## config.mk

```make
export PLATFORM = sky130hd
export DESIGN_NAME = qpd_top
export DESIGN_NICKNAME = d
export VERILOG_FILES = /design/src/shared/qpd_pkg.sv /design/src/verilog/qpd_top.sv
export VERILOG_INCLUDE_DIRS = /design/src /design/src/shared
export SDC_FILE = /design/constraint.sdc
export NUM_CORES = 1
export LEC_CHECK = 0
export ABC_CLOCK_PERIOD_IN_PS = 7200
export BUFFER_PORTS_ARGS = -buffer_cell sky130_fd_sc_hd__buf_4
export CAP_MARGIN = 0
export CORE_AREA = 3 3 409 209
export DETAILED_ROUTE_END_ITERATION = 8
export DIE_AREA = 0 0 412 212
export HOLD_SLACK_MARGIN = 0.1
export MAX_ROUTING_LAYER = met4
export PLACE_DENSITY_LB_ADDON = 0.08
export SLEW_MARGIN = 20
export SYNTH_ARGS = -nofsm -noshare
export SYNTH_HDL_FRONTEND = slang
export SYNTH_SLANG_ARGS = --single-unit
```

## constraint.sdc

```tcl
create_clock -name i_ref_clk -period 7.2 [get_ports i_ref_clk]
set_input_delay 1.44 -clock i_ref_clk [delete_from_list [all_inputs] [get_ports i_ref_clk]]
set_output_delay 1.44 -clock i_ref_clk [all_outputs]
set_load 0.01 [all_outputs]
```

## src/shared/qpd_regs.svh

```systemverilog
// Register offsets, field values and timing counts of the quadrature decoder
`ifndef QPD_REGS_SVH
`define QPD_REGS_SVH
`define QPD_OFS_ENABLE 6'h00
`define QPD_OFS_SELECT 6'h04
`define QPD_OFS_OPTIONS 6'h08
`define QPD_OFS_REF_CTRL 6'h0C
`define QPD_OFS_REF_LINE 6'h10
`define QPD_OFS_SPARE_C 6'h14
`define QPD_OFS_SPARE_D 6'h18
`define QPD_OFS_COUNT 6'h1C
`define QPD_OFS_ERRORS 6'h20
`define QPD_OFS_COUNT_F 6'h24
`define QPD_OFS_COUNT_RC 6'h28
`define QPD_OFS_UPPER 6'h2C
`define QPD_LINE_BIT 6
`define QPD_FEATURE_QUAD 32'h0000000A
`define QPD_REF_OFF 2'h0
`define QPD_REF_CONT 2'h1
`define QPD_REF_ONESHOT 2'h3
`define QPD_SERVICE_NS 14000
`define QPD_CLK_MHZ 250
`define QPD_SERVICE_CYC ((`QPD_SERVICE_NS * `QPD_CLK_MHZ) / 1000)
`define QPD_RST_WORD 32'h00000000
`endif

```

## src/shared/qpd_pkg.sv

```systemverilog
// Types shared by the quadrature decoder
package qpd_pkg;
  typedef logic [31:0] qpd_word_t;
  typedef logic [5:0] qpd_ofs_t;
  typedef enum {QPD_IDLE, QPD_SERVICE} qpd_svc_t;
endpackage : qpd_pkg

```

## src/verilog/qpd_top.sv

```systemverilog
// Quadrature position decoder for one even/odd line pair with register port
//
// Contract
// - Pair is adjacent even/odd lines; even is phase A, odd is phase B.
// - Every rising and falling edge on either phase moves the count by one.
// - Enable setting: 0 disables, 1 enables the feature.
// - Reference control: 0 off, 1 continuous, 3 one-shot reference reset.
// - Count zeroes when reference line is high at any phase edge.
// - One-shot zeroes once; rearmed by re-enable or read-and-clear.
// - Count reads as signed two's complement integer.
// - Error count reports decoding errors since the feature was set up.
// - Float result gives the same count as single precision.
// - Results live on the even line; odd line results read zero.
// - Only integer or float count reads take a new snapshot; streamed float reads take none here.
// - Read-and-clear returns the count, then zeroes it.
// - Streamed integer reads give low 16 bits; upper half captured separately.
// - Two edges too close for service count as a decoding error.
// - Three close edges may give an undetected counting error.
// - One edge service takes 14 us, runs alone, stream may pause it.
// - Edge sets line pending flag; cleared at service end; edges meanwhile lost.
// - Both edge polarities on each line are serviced.
//
// Implementation choices: the register offsets and the plain strobed port.
`timescale 1ns/10ps
`include "qpd_regs.svh"

module qpd_top #(
  parameter int NUM_LINES = 8,
  parameter int PAIR_BASE = 6,
  parameter int SERVICE_CYC = `QPD_SERVICE_CYC
) (
  input wire logic i_ref_clk,
  input wire logic i_rst_n,
  input wire logic [NUM_LINES-1:0] i_lines,
  input wire logic [7:0] i_addr,
  input wire qpd_pkg::qpd_word_t i_wdata,
  input wire logic i_wr,
  input wire logic i_rd,
  output qpd_pkg::qpd_word_t o_rdata,
  input wire logic i_stream_active,
  input wire logic i_stream_rd,
  input wire qpd_pkg::qpd_ofs_t i_stream_ofs,
  output logic [15:0] o_stream_data,
  output logic [15:0] o_stream_upper,
  output logic o_active
);
  import qpd_pkg::*;

  localparam int LW = $clog2(NUM_LINES);
  localparam int CW = $clog2(SERVICE_CYC);
  localparam int PA = PAIR_BASE;
  localparam int PB = PAIR_BASE + 1;

  generate
    if ((PAIR_BASE % 2) != 0 || PB >= NUM_LINES || SERVICE_CYC < 2 || NUM_LINES < 2) begin : g_bad_cfg
      $error("qpd_top: pair must be an even/odd pair inside the lines, service at least 2 cycles");
    end
  endgenerate

  // Rounds toward zero; a 32-bit count can exceed the 24-bit mantissa
  function automatic qpd_word_t to_float(input qpd_word_t v);
    qpd_word_t mag;
    qpd_word_t norm;
    logic [4:0] msb;
    logic [7:0] expo;
    mag = v[31] ? (~v + 32'h00000001) : v;
    msb = 5'h00;
    for (int i = 0; i < 32; i++) begin
      if (mag[i]) begin
        msb = 5'(i);
      end
    end
    norm = mag << (5'h1F - msb);
    expo = 8'h7F + {3'h0, msb};
    to_float = (mag == 32'h00000000) ? 32'h00000000 : {v[31], expo, norm[30:8]};
  endfunction : to_float

  function automatic qpd_word_t result_mux(input qpd_ofs_t ofs, input qpd_word_t cnt, input qpd_word_t errs,
                                           input qpd_word_t flt, input logic [15:0] upper);
    if (ofs == `QPD_OFS_COUNT || ofs == `QPD_OFS_COUNT_RC) begin
      result_mux = cnt;
    end else if (ofs == `QPD_OFS_ERRORS) begin
      result_mux = errs;
    end else if (ofs == `QPD_OFS_COUNT_F) begin
      result_mux = flt;
    end else if (ofs == `QPD_OFS_UPPER) begin
      result_mux = {16'h0000, upper};
    end else begin
      result_mux = 32'h00000000;
    end
  endfunction : result_mux

  // Pin synchronisers: a change counts once stages two and three agree
  logic [NUM_LINES-1:0] sync1_r, sync2_r, sync3_r, stable_r, stable_nxt;
  wire [NUM_LINES-1:0] agree = ~(sync2_r ^ sync3_r);
  assign stable_nxt = (agree & sync3_r) | (~agree & stable_r);

  always_ff @(posedge i_ref_clk) begin
    if (!i_rst_n) begin
      sync1_r <= '0;
      sync2_r <= '0;
      sync3_r <= '0;
      stable_r <= '0;
    end else begin
      sync1_r <= i_lines;
      sync2_r <= sync1_r;
      sync3_r <= sync2_r;
      stable_r <= stable_nxt;
    end
  end

  // Any change, either polarity, is an edge to service
  wire edge_a = stable_nxt[PA] != stable_r[PA];
  wire edge_b = stable_nxt[PB] != stable_r[PB];
  wire [1:0] edges = {edge_b, edge_a};
  wire [1:0] ab_now = {stable_r[PA], stable_r[PB]};

  // Register port decode
  wire line_odd = i_addr[`QPD_LINE_BIT];
  wire [5:0] ofs = i_addr[5:0];
  wire [1:0] wr_line = {i_wr & line_odd, i_wr & ~line_odd};

  logic [1:0] en_r;
  qpd_word_t sel_r [2];
  logic [1:0] refc_r [2];
  qpd_word_t refl_r [2];
  qpd_word_t cfg_word [2];

  genvar gl;
  generate
    for (gl = 0; gl < 2; gl++) begin : g_line
      wire wr_en = wr_line[gl] && ofs == `QPD_OFS_ENABLE;
      wire wr_sel = wr_line[gl] && ofs == `QPD_OFS_SELECT;
      wire wr_refc = wr_line[gl] && ofs == `QPD_OFS_REF_CTRL;
      wire wr_refl = wr_line[gl] && ofs == `QPD_OFS_REF_LINE;

      always_ff @(posedge i_ref_clk) begin
        if (!i_rst_n) begin
          en_r[gl] <= 1'b0;
          sel_r[gl] <= `QPD_RST_WORD;
          refc_r[gl] <= `QPD_REF_OFF;
          refl_r[gl] <= `QPD_RST_WORD;
        end else begin
          if (wr_en) en_r[gl] <= i_wdata[0];
          if (wr_sel) sel_r[gl] <= i_wdata;
          if (wr_refc) refc_r[gl] <= i_wdata[1:0];
          if (wr_refl) refl_r[gl] <= i_wdata;
        end
      end

      // Options and spare settings are unused and read zero
      assign cfg_word[gl] = (ofs == `QPD_OFS_ENABLE) ? {31'h00000000, en_r[gl]} :
                            (ofs == `QPD_OFS_SELECT) ? sel_r[gl] :
                            (ofs == `QPD_OFS_REF_CTRL) ? {30'h00000000, refc_r[gl]} :
                            (ofs == `QPD_OFS_REF_LINE) ? refl_r[gl] : 32'h00000000;
    end
  endgenerate

  // Decoder runs only with both lines enabled on the quadrature feature
  wire active_now = &en_r && sel_r[0] == `QPD_FEATURE_QUAD && sel_r[1] == `QPD_FEATURE_QUAD;
  logic active_r;
  wire act_rise = active_now & ~active_r;

  // Even line's reference settings govern; host keeps both identical
  wire [1:0] ref_mode = refc_r[0];
  wire ref_cont = ref_mode == `QPD_REF_CONT;
  wire ref_once = ref_mode == `QPD_REF_ONESHOT;
  wire ref_in_range = refl_r[0] < 32'(NUM_LINES);
  wire ref_lvl = ref_in_range & stable_r[refl_r[0][LW-1:0]];

  // Result state
  qpd_word_t count_r, count_nxt, err_r, err_nxt, err_snap_r;
  logic [15:0] upper_r;
  wire qpd_word_t count_f = to_float(count_r);

  // Reads and their side effects
  wire rd_even = i_rd & ~line_odd;
  wire bus_cnt_rd = rd_even && (ofs == `QPD_OFS_COUNT || ofs == `QPD_OFS_COUNT_F || ofs == `QPD_OFS_COUNT_RC);
  wire bus_rc = rd_even && ofs == `QPD_OFS_COUNT_RC;
  wire st_cnt_rd = i_stream_rd && (i_stream_ofs == `QPD_OFS_COUNT || i_stream_ofs == `QPD_OFS_COUNT_RC);
  wire st_int_rd = st_cnt_rd || (i_stream_rd && i_stream_ofs == `QPD_OFS_ERRORS);
  wire st_rc = i_stream_rd && i_stream_ofs == `QPD_OFS_COUNT_RC;
  wire snap = bus_cnt_rd | st_cnt_rd;
  wire clear_rc = bus_rc | st_rc;

  wire qpd_word_t res_bus = result_mux(ofs, count_r, err_snap_r, count_f, upper_r);
  wire qpd_word_t res_st = result_mux(i_stream_ofs, count_r, err_snap_r, count_f, upper_r);
  // Odd line shows its settings but never results
  wire qpd_word_t rd_word = line_odd ? cfg_word[1] : (cfg_word[0] | res_bus);

  // Edge service engine: one routine at a time, stream activity pauses it
  qpd_svc_t state_r;
  logic svc_ch_r;
  logic [CW-1:0] svc_cnt_r;
  logic [1:0] pend_r;
  logic [1:0] last_ab_r;
  logic z_hit_r;
  logic armed_r;

  wire svc_busy = state_r == QPD_SERVICE;
  wire start = !svc_busy && active_r && |pend_r;
  wire start_ch = ~pend_r[0];
  wire done = svc_busy && !i_stream_active && svc_cnt_r == CW'(SERVICE_CYC - 1);
  wire [1:0] done_mask = {done & svc_ch_r, done & ~svc_ch_r};
  wire [1:0] lost = edges & pend_r & ~done_mask;
  wire [1:0] pend_nxt = active_r ? (edges | (pend_r & ~done_mask)) : 2'h0;

  // Gray step check against the state left by the previous routine
  wire [1:0] delta = ab_now ^ last_ab_r;
  wire moved = |delta;
  // Three close edges can look like one legal step and pass unseen
  wire jump = &delta;
  wire step_up = last_ab_r[0] ^ ab_now[1];

  wire z_set = active_r && (edge_a | edge_b) && ref_lvl && (ref_cont | ref_once);
  wire z_fire = done && z_hit_r && (ref_cont || (ref_once && armed_r));

  always_comb begin
    if (!active_now || act_rise || clear_rc) begin
      count_nxt = 32'h00000000;
    end else if (z_fire) begin
      count_nxt = 32'h00000000;
    end else if (done && moved && !jump) begin
      count_nxt = step_up ? count_r + 32'h00000001 : count_r - 32'h00000001;
    end else begin
      count_nxt = count_r;
    end
  end

  // Lost edges and double jumps both add to the error tally
  always_comb begin
    if (!active_now || act_rise) begin
      err_nxt = 32'h00000000;
    end else begin
      err_nxt = err_r + {31'h00000000, lost[0]} + {31'h00000000, lost[1]} + {31'h00000000, done & jump};
    end
  end

  always_ff @(posedge i_ref_clk) begin
    if (!i_rst_n) begin
      active_r <= 1'b0;
      count_r <= 32'h00000000;
      err_r <= 32'h00000000;
    end else begin
      active_r <= active_now;
      count_r <= count_nxt;
      err_r <= err_nxt;
    end
  end

  always_ff @(posedge i_ref_clk) begin
    if (!i_rst_n) begin
      state_r <= QPD_IDLE;
      svc_ch_r <= 1'b0;
      svc_cnt_r <= '0;
    end else if (!active_r) begin
      state_r <= QPD_IDLE;
      svc_cnt_r <= '0;
    end else begin
      unique case (state_r)
        QPD_IDLE: begin
          if (start) begin
            state_r <= QPD_SERVICE;
            svc_ch_r <= start_ch;
            svc_cnt_r <= '0;
          end
        end
        QPD_SERVICE: begin
          if (done) begin
            state_r <= QPD_IDLE;
          end else if (!i_stream_active) begin
            svc_cnt_r <= svc_cnt_r + CW'(1);
          end
        end
      endcase
    end
  end

  // Set wins over clear on pending and reference flags
  always_ff @(posedge i_ref_clk) begin
    if (!i_rst_n) begin
      pend_r <= 2'h0;
      z_hit_r <= 1'b0;
      armed_r <= 1'b0;
      last_ab_r <= 2'h0;
    end else begin
      pend_r <= act_rise ? 2'h0 : pend_nxt;
      z_hit_r <= active_r & ~act_rise & (z_set | (z_hit_r & ~done));
      if (act_rise || clear_rc) begin
        armed_r <= 1'b1;
      end else if (z_fire && ref_once) begin
        armed_r <= 1'b0;
      end
      if (act_rise || done) last_ab_r <= ab_now;
    end
  end

  always_ff @(posedge i_ref_clk) begin
    if (!i_rst_n) begin
      err_snap_r <= 32'h00000000;
      upper_r <= 16'h0000;
    end else begin
      if (snap) err_snap_r <= err_r;
      if (st_int_rd) upper_r <= res_st[31:16];
    end
  end

  always_ff @(posedge i_ref_clk) begin
    if (!i_rst_n) begin
      o_rdata <= 32'h00000000;
      o_stream_data <= 16'h0000;
      o_stream_upper <= 16'h0000;
      o_active <= 1'b0;
    end else begin
      o_rdata <= i_rd ? rd_word : 32'h00000000;
      o_stream_data <= i_stream_rd ? res_st[15:0] : 16'h0000;
      if (st_int_rd) o_stream_upper <= res_st[31:16];
      o_active <= active_now;
    end
  end

endmodule : qpd_top
```

-- Word level (Yosys, flattened, before mapping)
Memory sizes are Yosys's and may differ from the RTL's.
Index checks and enable logic that the tools add are counted.
- add/subtract/negate cells: 9
- magnitude comparators: 2
- equality and inequality tests: 26
- shift-type cells: 1
- multiplexer cells: 87
- bitwise gates (word level): 44
- reduce and logical (&&, ||, !) cells: 59
- operators by type and width (kind ; count):
    $mux W32 ; 24
    $mux W5 ; 30
    $add A32 B1 Y32 ; 3
    $add A32 B1 Y32 const B ; 2
    $eq A32 B4 Y1 const B ; 2
    $logic_not A32 Y1 ; 2
    $pmux W32 S2 ; 1
    $eq A6 B6 Y1 const B ; 8
    $mux W12 ; 3
    $eq A32 B1 Y1 const B ; 1
    $eq A32 B2 Y1 const B ; 1
    $lt A32 B4 Y1 const B ; 1
    $mux W16 ; 2
    $not A32 Y32 ; 1
    $or A32 B32 Y32 ; 1
    $shl A32 B5 Y31 ; 1
    $sub A32 B1 Y32 const B ; 1
    $logic_and A1 B1 Y1 ; 28
    $pmux W12 S2 ; 1
    $mux W1 ; 23
    $eq A6 B5 Y1 const B ; 3
    $and A8 B8 Y8 ; 2
    $not A8 Y8 ; 2
    $add A12 B1 Y12 const B ; 1
    30 further kinds ; 84
- flip-flop bits (word level): 246
- memory bits (writable): 132
- word-level logic and storage cells: 251
- memories kept: 3
- memories (name ; depth ; bits a word ; read ports ; clocked after Yosys merged registers in ; wr ports ; line ; RTL):
    refl_r ; 2 ; 32 ; 2 ; 0 ; 2 ; qpd_top.sv:126 ; qpd_word_t refl_r [2];
    sel_r ; 2 ; 32 ; 2 ; 0 ; 2 ; qpd_top.sv:124 ; qpd_word_t sel_r [2];
    refc_r ; 2 ; 2 ; 2 ; 0 ; 2 ; qpd_top.sv:125 ; logic [1:0] refc_r [2];

-- Logic depth before layout (Yosys ltp)
Gate-level depths: netlist of run 1.
- depth in word-level cells: 42
- gate-level depth with buffers: 23

-- Least setup slack after synthesis of run 1
OpenSTA, ideal clock, no wires.
- kind: reg2reg
- from: register count_r[0]
- to: register o_rdata[27]
- setup time: 0.124 ns
- arrival time: 4.755 ns
- slack: 2.321 ns
- stages on the path, launching flop included: 23
- path buffers: 4
- clock period less this slack: 4.879 ns
- path through: dfxtp_1 clkbuf_1 inv_1 ha_1 nor3b_4 nand4_1 or4_1 and3_1 a221o_1 a211o_1 and3_1 buf_4 nor2_4 clkinv_2 buf_6 buf_2 ha_1 nand2_1 nor4_1 a211o_1 a221o_1 a21oi_1 nor2_1
- word-level cells in the longest chain between the ends: 41
- RTL lines (item ; line ; RTL):
    from (decl) ; qpd_top.sv:172 ; qpd_word_t count_r, count_nxt, err_r, err_nxt, err_snap_r;
    from (signal assigned) ; qpd_top.sv:246 ; count_r <= count_nxt;
    $not A32 Y32 ; qpd_top.sv:66 ; mag = v[31] ? (~v + 32'h00000001) : v;
    $add A32 B1 Y32 ; qpd_top.sv:66 ;
    $mux W32 * ; qpd_top.sv:66 ;
    $mux W1 ; qpd_top.sv:69 ; if (mag[i]) begin
    $mux W5 (30 in series) ; qpd_top.sv:69 ;
    $add A7 B5 Y8 ; qpd_top.sv:74 ; expo = 8'h7F + {3'h0, msb};
    $mux W32 * ; qpd_top.sv:75 ; to_float = (mag == 32'h00000000) ? 32'h00000000 : {v[31], expo, norm[30:8]};
    $mux W32 * ; qpd_top.sv:84 ; end else if (ofs == `QPD_OFS_COUNT_F) begin
    $mux W32 * ; qpd_top.sv:82 ; end else if (ofs == `QPD_OFS_ERRORS) begin
    $mux W32 * ; qpd_top.sv:80 ; if (ofs == `QPD_OFS_COUNT || ofs == `QPD_OFS_COUNT_RC) begin
    $or A32 B32 Y32 * ; qpd_top.sv:189 ; wire qpd_word_t rd_word = line_odd ? cfg_word[1] : (cfg_word[0] | res_bus);
    $mux W32 * ; qpd_top.sv:189 ;
    to (signal assigned) ; qpd_top.sv:315 ; o_rdata <= i_rd ? rd_word : 32'h00000000;
    to (decl) ; qpd_top.sv:39 ; output qpd_pkg::qpd_word_t o_rdata,
Mark *: on every way between the ends. The rest lies on a longest branch, timed or not.
A chain may end at the register's enable or synchronous reset.

-- Final worst setup path of run 1
- from: register count_r[0]
- to: register o_rdata[7]
- word-level cells in the longest chain between the ends: 42
- RTL lines (item ; line ; RTL):
    $not A32 Y32 ; qpd_top.sv:66 ;
    $add A32 B1 Y32 ; qpd_top.sv:66 ;
    $mux W32 * ; qpd_top.sv:66 ;
    $mux W1 ; qpd_top.sv:69 ;
    $mux W5 (30 in series) ; qpd_top.sv:69 ;
    $sub A5 B5 Y5 ; qpd_top.sv:73 ; norm = mag << (5'h1F - msb);
    $shl A32 B5 Y31 ; qpd_top.sv:73 ;
    $mux W32 * ; qpd_top.sv:75 ;
    $mux W32 * ; qpd_top.sv:84 ;
    $mux W32 * ; qpd_top.sv:82 ;
    $mux W32 * ; qpd_top.sv:80 ;
    $or A32 B32 Y32 * ; qpd_top.sv:189 ;
    $mux W32 * ; qpd_top.sv:189 ;
Marked as above.

==> results of run 1 <==
## path summary, 6_finish.rpt
| kind | startpoint | end | slack (ps) |
|---|---|---|---|
| max | count_r[0] | o_rdata[7] | 1170 |
| min | sync1_r[7] | sync2_r[7] | 430 |
| max reg2reg | count_r[0] | o_rdata[7] | 1170 |
| min reg2reg | sync1_r[7] | sync2_r[7] | 430 |
## critical path, stage by stage, from the launching register on
cell	delay (ps)
dfxtp_1	300
buf_4	200
inv_1	390
ha_1	370
or3b_2	630
nor4_4	490
a21oi_1	140
a211oi_1	430
or2_1	240
a2bb2oi_1	180
buf_4	210
and3_1	420
nor2_4	60
buf_4	230
a221oi_1	460
mux2i_1	240
mux2i_1	410
o21ai_2	160
o211ai_1	240
a31o_1	200
## cell type report
cell class              instances  area [µm²]
repair buffers                187        1404
fillers                      8818       57740
inverters                      34       128.9
clock buffers                  50        1070
well taps                    1102        1379
multi-input cells            1823       11470
diodes                          2       5.005
clock inverters                21       188.9
flip-flops and latches        347        8269
## registers in the layout, summed over array words and instances, names as in the netlist, 2 cells and up, named ones only
register,cells
pend_r,2
en_r,2
o_stream_upper,16
stable_r,2
sync3_r,8
o_stream_data,16
svc_cnt_r,12
err_r,32
count_r,32
refl_r,64
err_snap_r,32
sync1_r,8
sel_r,64
sync2_r,8
refc_r,4
last_ab_r,2
o_rdata,32
## logic make-up (layout without fill, tap and decap cells)
| group | count (synthesis) | count (layout) |
|---|---|---|
| other | 0 | 2 |
| adders and majority gates | 39 | 39 |
| AOI/OAI and AO/OA | 692 | 692 |
| and+or+nand+nor | 948 | 948 |
| muxes | 46 | 46 |
| buffers and inverters | 201 | 292 |
| xor gates and xnor gates | 98 | 98 |
| DFF | 347 | 347 |
## layer usage
layer  track usage  vias to the layer above  share of wire
met2        0.3092                      621           0.43
met5             -                        -              0
li1              -                     8930              -
met3       0.04206                       96          0.074
met4       0.04118                        0          0.020
met1        0.2979                     9375           0.48
## layout by cell type (no fill, tap or decap), types with 26 or more instances in the layout
| cell type | synthesis | routed |
|---|---|---|
| a22oi_1 | 42 | 42 |
| ha_1 | 36 | 36 |
| buf_4 | 1 | 187 |
| a31oi_1 | 27 | 27 |
| a211oi_1 | 28 | 28 |
| nand3_1 | 57 | 57 |
| nand2_1 | 262 | 261 |
| and2_1 | 162 | 162 |
| a222oi_1 | 38 | 38 |
| inv_1 | 31 | 30 |
| dfxtp_1 | 215 | 214 |
| nor2_1 | 220 | 213 |
| edfxtp_1 | 132 | 132 |
| nor4_1 | 32 | 32 |
| clkbuf_16 | 0 | 40 |
| o22ai_1 | 26 | 26 |
| o21ai_0 | 89 | 85 |
| a21oi_1 | 204 | 204 |
| xor2_1 | 46 | 46 |
| xnor2_1 | 52 | 52 |
| nor3_1 | 47 | 47 |
| mux2i_1 | 33 | 33 |
| nand4_1 | 29 | 29 |
## metrics by stage
stage	util	instances	power, mW	hold slack, ps	cell area, µm²
2_1_floorplan	-	2371	2.210	411.9	20460
3_3_place_gp	0.2773	3493	2.318	419.3	22650
3_5_place_dp	0.2773	3493	2.319	423.6	22650
4_1_cts	0.2927	3564	4.374	438.0	23910
5_1_grt	0.2928	3564	4.473	446.5	23910
6_report	0.2929	3566	4.315	432.2	23920
## power breakdown
part	total [mW]	internal (mW)	switching (mW)
combinational	0.150	0.0489	0.101
sequential	2.12	2.08	0.0417
clock	2.04	1.10	0.936
total	4.31	3.24	1.08
==> flow_summary.ini, run 1 <==
[status]
status = complete, no violations

[clock_network]
cts_max_level = 2
cts_tree = yes
postCtsSetupRepairBufs = 0
worstSkewPairLatency_ps = 600
clk_pin_slew_ps = 60
cts_buffers = 39
ctsResizeCount = 0
cts_hold_buf = 0
cts.sinks = 347
ctsLongestPathBuffers = 3
cts_root_buf = clkbuf_16

[global_route]
overflow = 0
antenna_found_initial = 2
grt_max_degree = 65
grt_usage = 0.2100
grt_pass1_wl_um = 130700
grt_pass1_vias = 18007

[timing]
max_freq_mhz = 165.9
finalCritPeriodShare = 0.8372
setup_viol = 0
setup_ws_ps = 1173
maxSlewHeadroom = 0.2369
worst_pin_slew_ps = 1143
fin_tns_setup_ps = 0
skew_ps = 41.47
period_needed_ps = 6027
finalHoldViolCount = 0
rsz0062_at_grt = false
drv_slew = 0

[synthesis]
synth_area_leaders = dfxtp_1, edfxtp_1, a21oi_1
synth-compound-area-share = 0.2315
syn_area_mm2 = 0.02046
synthAdderAreaFrac = 0.02495
syn_inst = 2371
syn_area_per_cell_um2 = 8.628
synth_top_family_by_area = simple AND/OR/NAND/NOR gates
async_reset_ff_frac = 0
synth_mux_area_frac = 0.02514
ys_seq_area_frac = 0.4042
synth_nets = 2470
ys_types = 106
synthSimpleGateAreaFrac = 0.2322
synth-seq-cells = 347
yosysWarnings = 0
yosysTopAreaCell = dfxtp_1
synth-xor-area-share = 0.04196
synth_common_cells = nand2_1, nor2_1, dfxtp_1
synth_ff_type = dfxtp_1
synth.top_cell.area_share = 0.2104
post-synth-top-count-cell = nand2_1
synth_edf_count = 132

[floorplanning]
start_util = 0.2505
coreArea_mm2 = 0.08166
die_h_um = 212
die_w_um = 412
num_rows = 74
fp.dieArea_mm2 = 0.08734
num_io_pins = 125

[placement]
dp_hpwl_um = 68690
dp_slack_ps = 1193
port_buffers = 123
place.gp.congestion = 0.9034

[worst_setup_path]
cp-start-kind = register
path_class = reg -> reg
r2r_cells = 19
worstPathRequired_ps = 7730
worstPathArrival_ps = 6560
cp-end-kind = register
critPathMaxFanout = 20

[flow_run]
cap_violations = 0

[pwr]
peakVddDrop_uv = 133.9
p_leak_nw = 8.385
powerDensity_mw_per_mm2 = 180.4

[detailed_routing]
vias = 19022
antenna_left = 0
wl_per_cell_um = 25.72
firstDrtPassIters = 7
finalWirelength_um = 91720
drt_iter0_markers = 2087
viasPerCell = 5.334
drc = 0

[final_layout]
drive_gt1_frac = 0.1267
area_delta_synth_final_pct = 16.92
layout.nets = 2531

[min_path]
hp-class = reg -> reg
hold_depth = 1
No activity file was read; power rests on OpenSTA's default activity.
==> inputs of run 2 (changes only) <==
- ABC_CLOCK_PERIOD_IN_PS: 7200 -> 5000
- clock period: 7.2 -> 5 ns (I/O delays scaled with it)
==> flow_summary.ini, run 2 (same netlist as run 1, synthesis figures left out) <==
[timing]
period_needed_ps = 4796
maxSlewHeadroom = 0.2724
max_freq_mhz = 208.5
rsz0062_at_grt = false
fin_tns_setup_ps = 0
setup_ws_ps = 204.3
skew_ps = 32.72
hold_slack_ps = 432.5
finalCritPeriodShare = 0.9591
drv_slew = 0
setup_viol = 0
finalHoldViolCount = 0
worst_pin_slew_ps = 1091

[worst_setup_path]
worstPathRequired_ps = 5460
cp-end-kind = register
critPathMaxFanout = 11
path_class = reg -> reg
cp-start-kind = register
rrSetupSlack_ps = 200
cp_cell_sequence = buf_4 -> nor4_1 -> buf_4 -> nand4_1 -> or4_4 -> a211o_1 -> a31oi_1 -> a31oi_2 -> o311a_1 -> o21a_1 -> inv_2 -> buf_4 -> ha_1 -> nand2_1 -> a211o_1 -> a221o_1 -> a21oi_1 -> nor2_1
worst_path_max_delay_cell = or4_4
crit_path_frequent_cell = buf_4
max_stage_delay_ps = 650
worstPathArrival_ps = 5260

[global_route]
grt_max_degree = 44
overflow = 0
grt_pass1_vias = 18750
grt_usage = 0.2141
grt_pass1_wl_um = 133600
antenna_found_initial = 4

[final_layout]
drive_gt1_frac = 0.1700
layout_commonest_cell = buf_4
stdcell_count = 3679
final_area_mm2 = 0.02484
finish.utilization = 0.3042
layout.nets = 2648
area_delta_synth_final_pct = 21.43
final_cell_mix = buf_4, nand2_1, dfxtp_1
antennaDiodeCount = 0
reg.largest.list = refl_r (64), sel_r (64)

[floorplanning]
coreArea_mm2 = 0.08166
num_rows = 74
start_util = 0.2505
fp.dieArea_mm2 = 0.08734
die_w_um = 412
die_h_um = 212
num_io_pins = 125

[detailed_routing]
wl_per_cell_um = 25.29
finalWirelength_um = 93040
vias = 19503
drc = 9
viasPerCell = 5.301
drt_iter0_markers = 2063
firstDrtPassIters = 9
antenna_left = 0

[clock_network]
worstSkewPairLatency_ps = 600
ctsLongestPathBuffers = 3
clk_pin_slew_ps = 70
cts_root_buf = clkbuf_16
cts_buffers = 38
cts.sinks = 347
cts_tree = yes
cts_hold_buf = 0
cts_max_level = 2

[placement]
place.gp.congestion = 0.9050
place_inst = 3608
placed_area_mm2 = 0.02350
port_buffers = 123
dp_hpwl_um = 71790
dp_slack_ps = 98.83

[flow_run]
cap_violations = 0

[pwr]
powerDensity_mw_per_mm2 = 248.8
peakVddDrop_uv = 180.3
power_mw = 6.181
p_leak_nw = 8.968

[status]
status = finished with violations
violations = design-rule violations

[min_path]
hp-class = reg -> reg
[run 2: changes by cell type in the layout (fill, tap and decap cells not counted), moves of 3 or more]
cell,delta
a211oi_1,-3
clkbuf_1,+3
clkbuf_8,+4
a211oi_2,+3
buf_4,+117
nor2_4,-3
nor2_2,+4
[run 2: worst max-delay path: cells and delay by family, from the launching register on]
family,cells,cell delay [ps]
AND/OR/NAND/NOR,5,1310
AO/OA/AOI/OAI,8,2030
flip-flops,1,310
adder cells (fa/ha/maj),1,200
buffers and inverters,4,830
[run 2: metal layers]
metal | GRT usage | vias up | wire (µm) | share of wire
met5 | - | - | 0 | 0
met4 | 0.06530 | 0 | 2835 | 0.030
met3 | 0.03903 | 128 | 6482 | 0.070
met2 | 0.3103 | 616 | 39150 | 0.42
met1 | 0.3013 | 9629 | 44570 | 0.48
li1 | - | 9130 | - | -
[run 2: final timing paths]
path / cells after the start / end / startpoint
setup / recovery: 18 / o_rdata[27] / count_r[0]
hold / removal: 1 / sync2_r[6] / sync1_r[6]
setup reg to reg: 18 / o_rdata[27] / count_r[0]
hold reg to reg: 1 / sync2_r[6] / sync1_r[6]
[run 2: layout make-up]
class	count	area, µm²
Fill cell	8706	56820
Multi-Input combinational cell	1823	11520
Sequential cell	347	8269
Timing Repair Buffer	305	2302
Tap cell	1102	1379
Clock buffer	55	1106
Clock inverter	13	136.4
Inverter	34	128.9
[run 2: power by group]
part	switching, mW	internal (mW)
Combinational	0.146	0.0730
Clock	1.30	1.61
Sequential	0.0597	3.00
Total	1.50	4.68
[run 2: timing repair]
| item | CTS | global route |
|---|---|---|
| buffers inserted | 0 | 3 |
| resized for setup | 0 | 18 |
| setup endpoints to repair | 0 | 39 |
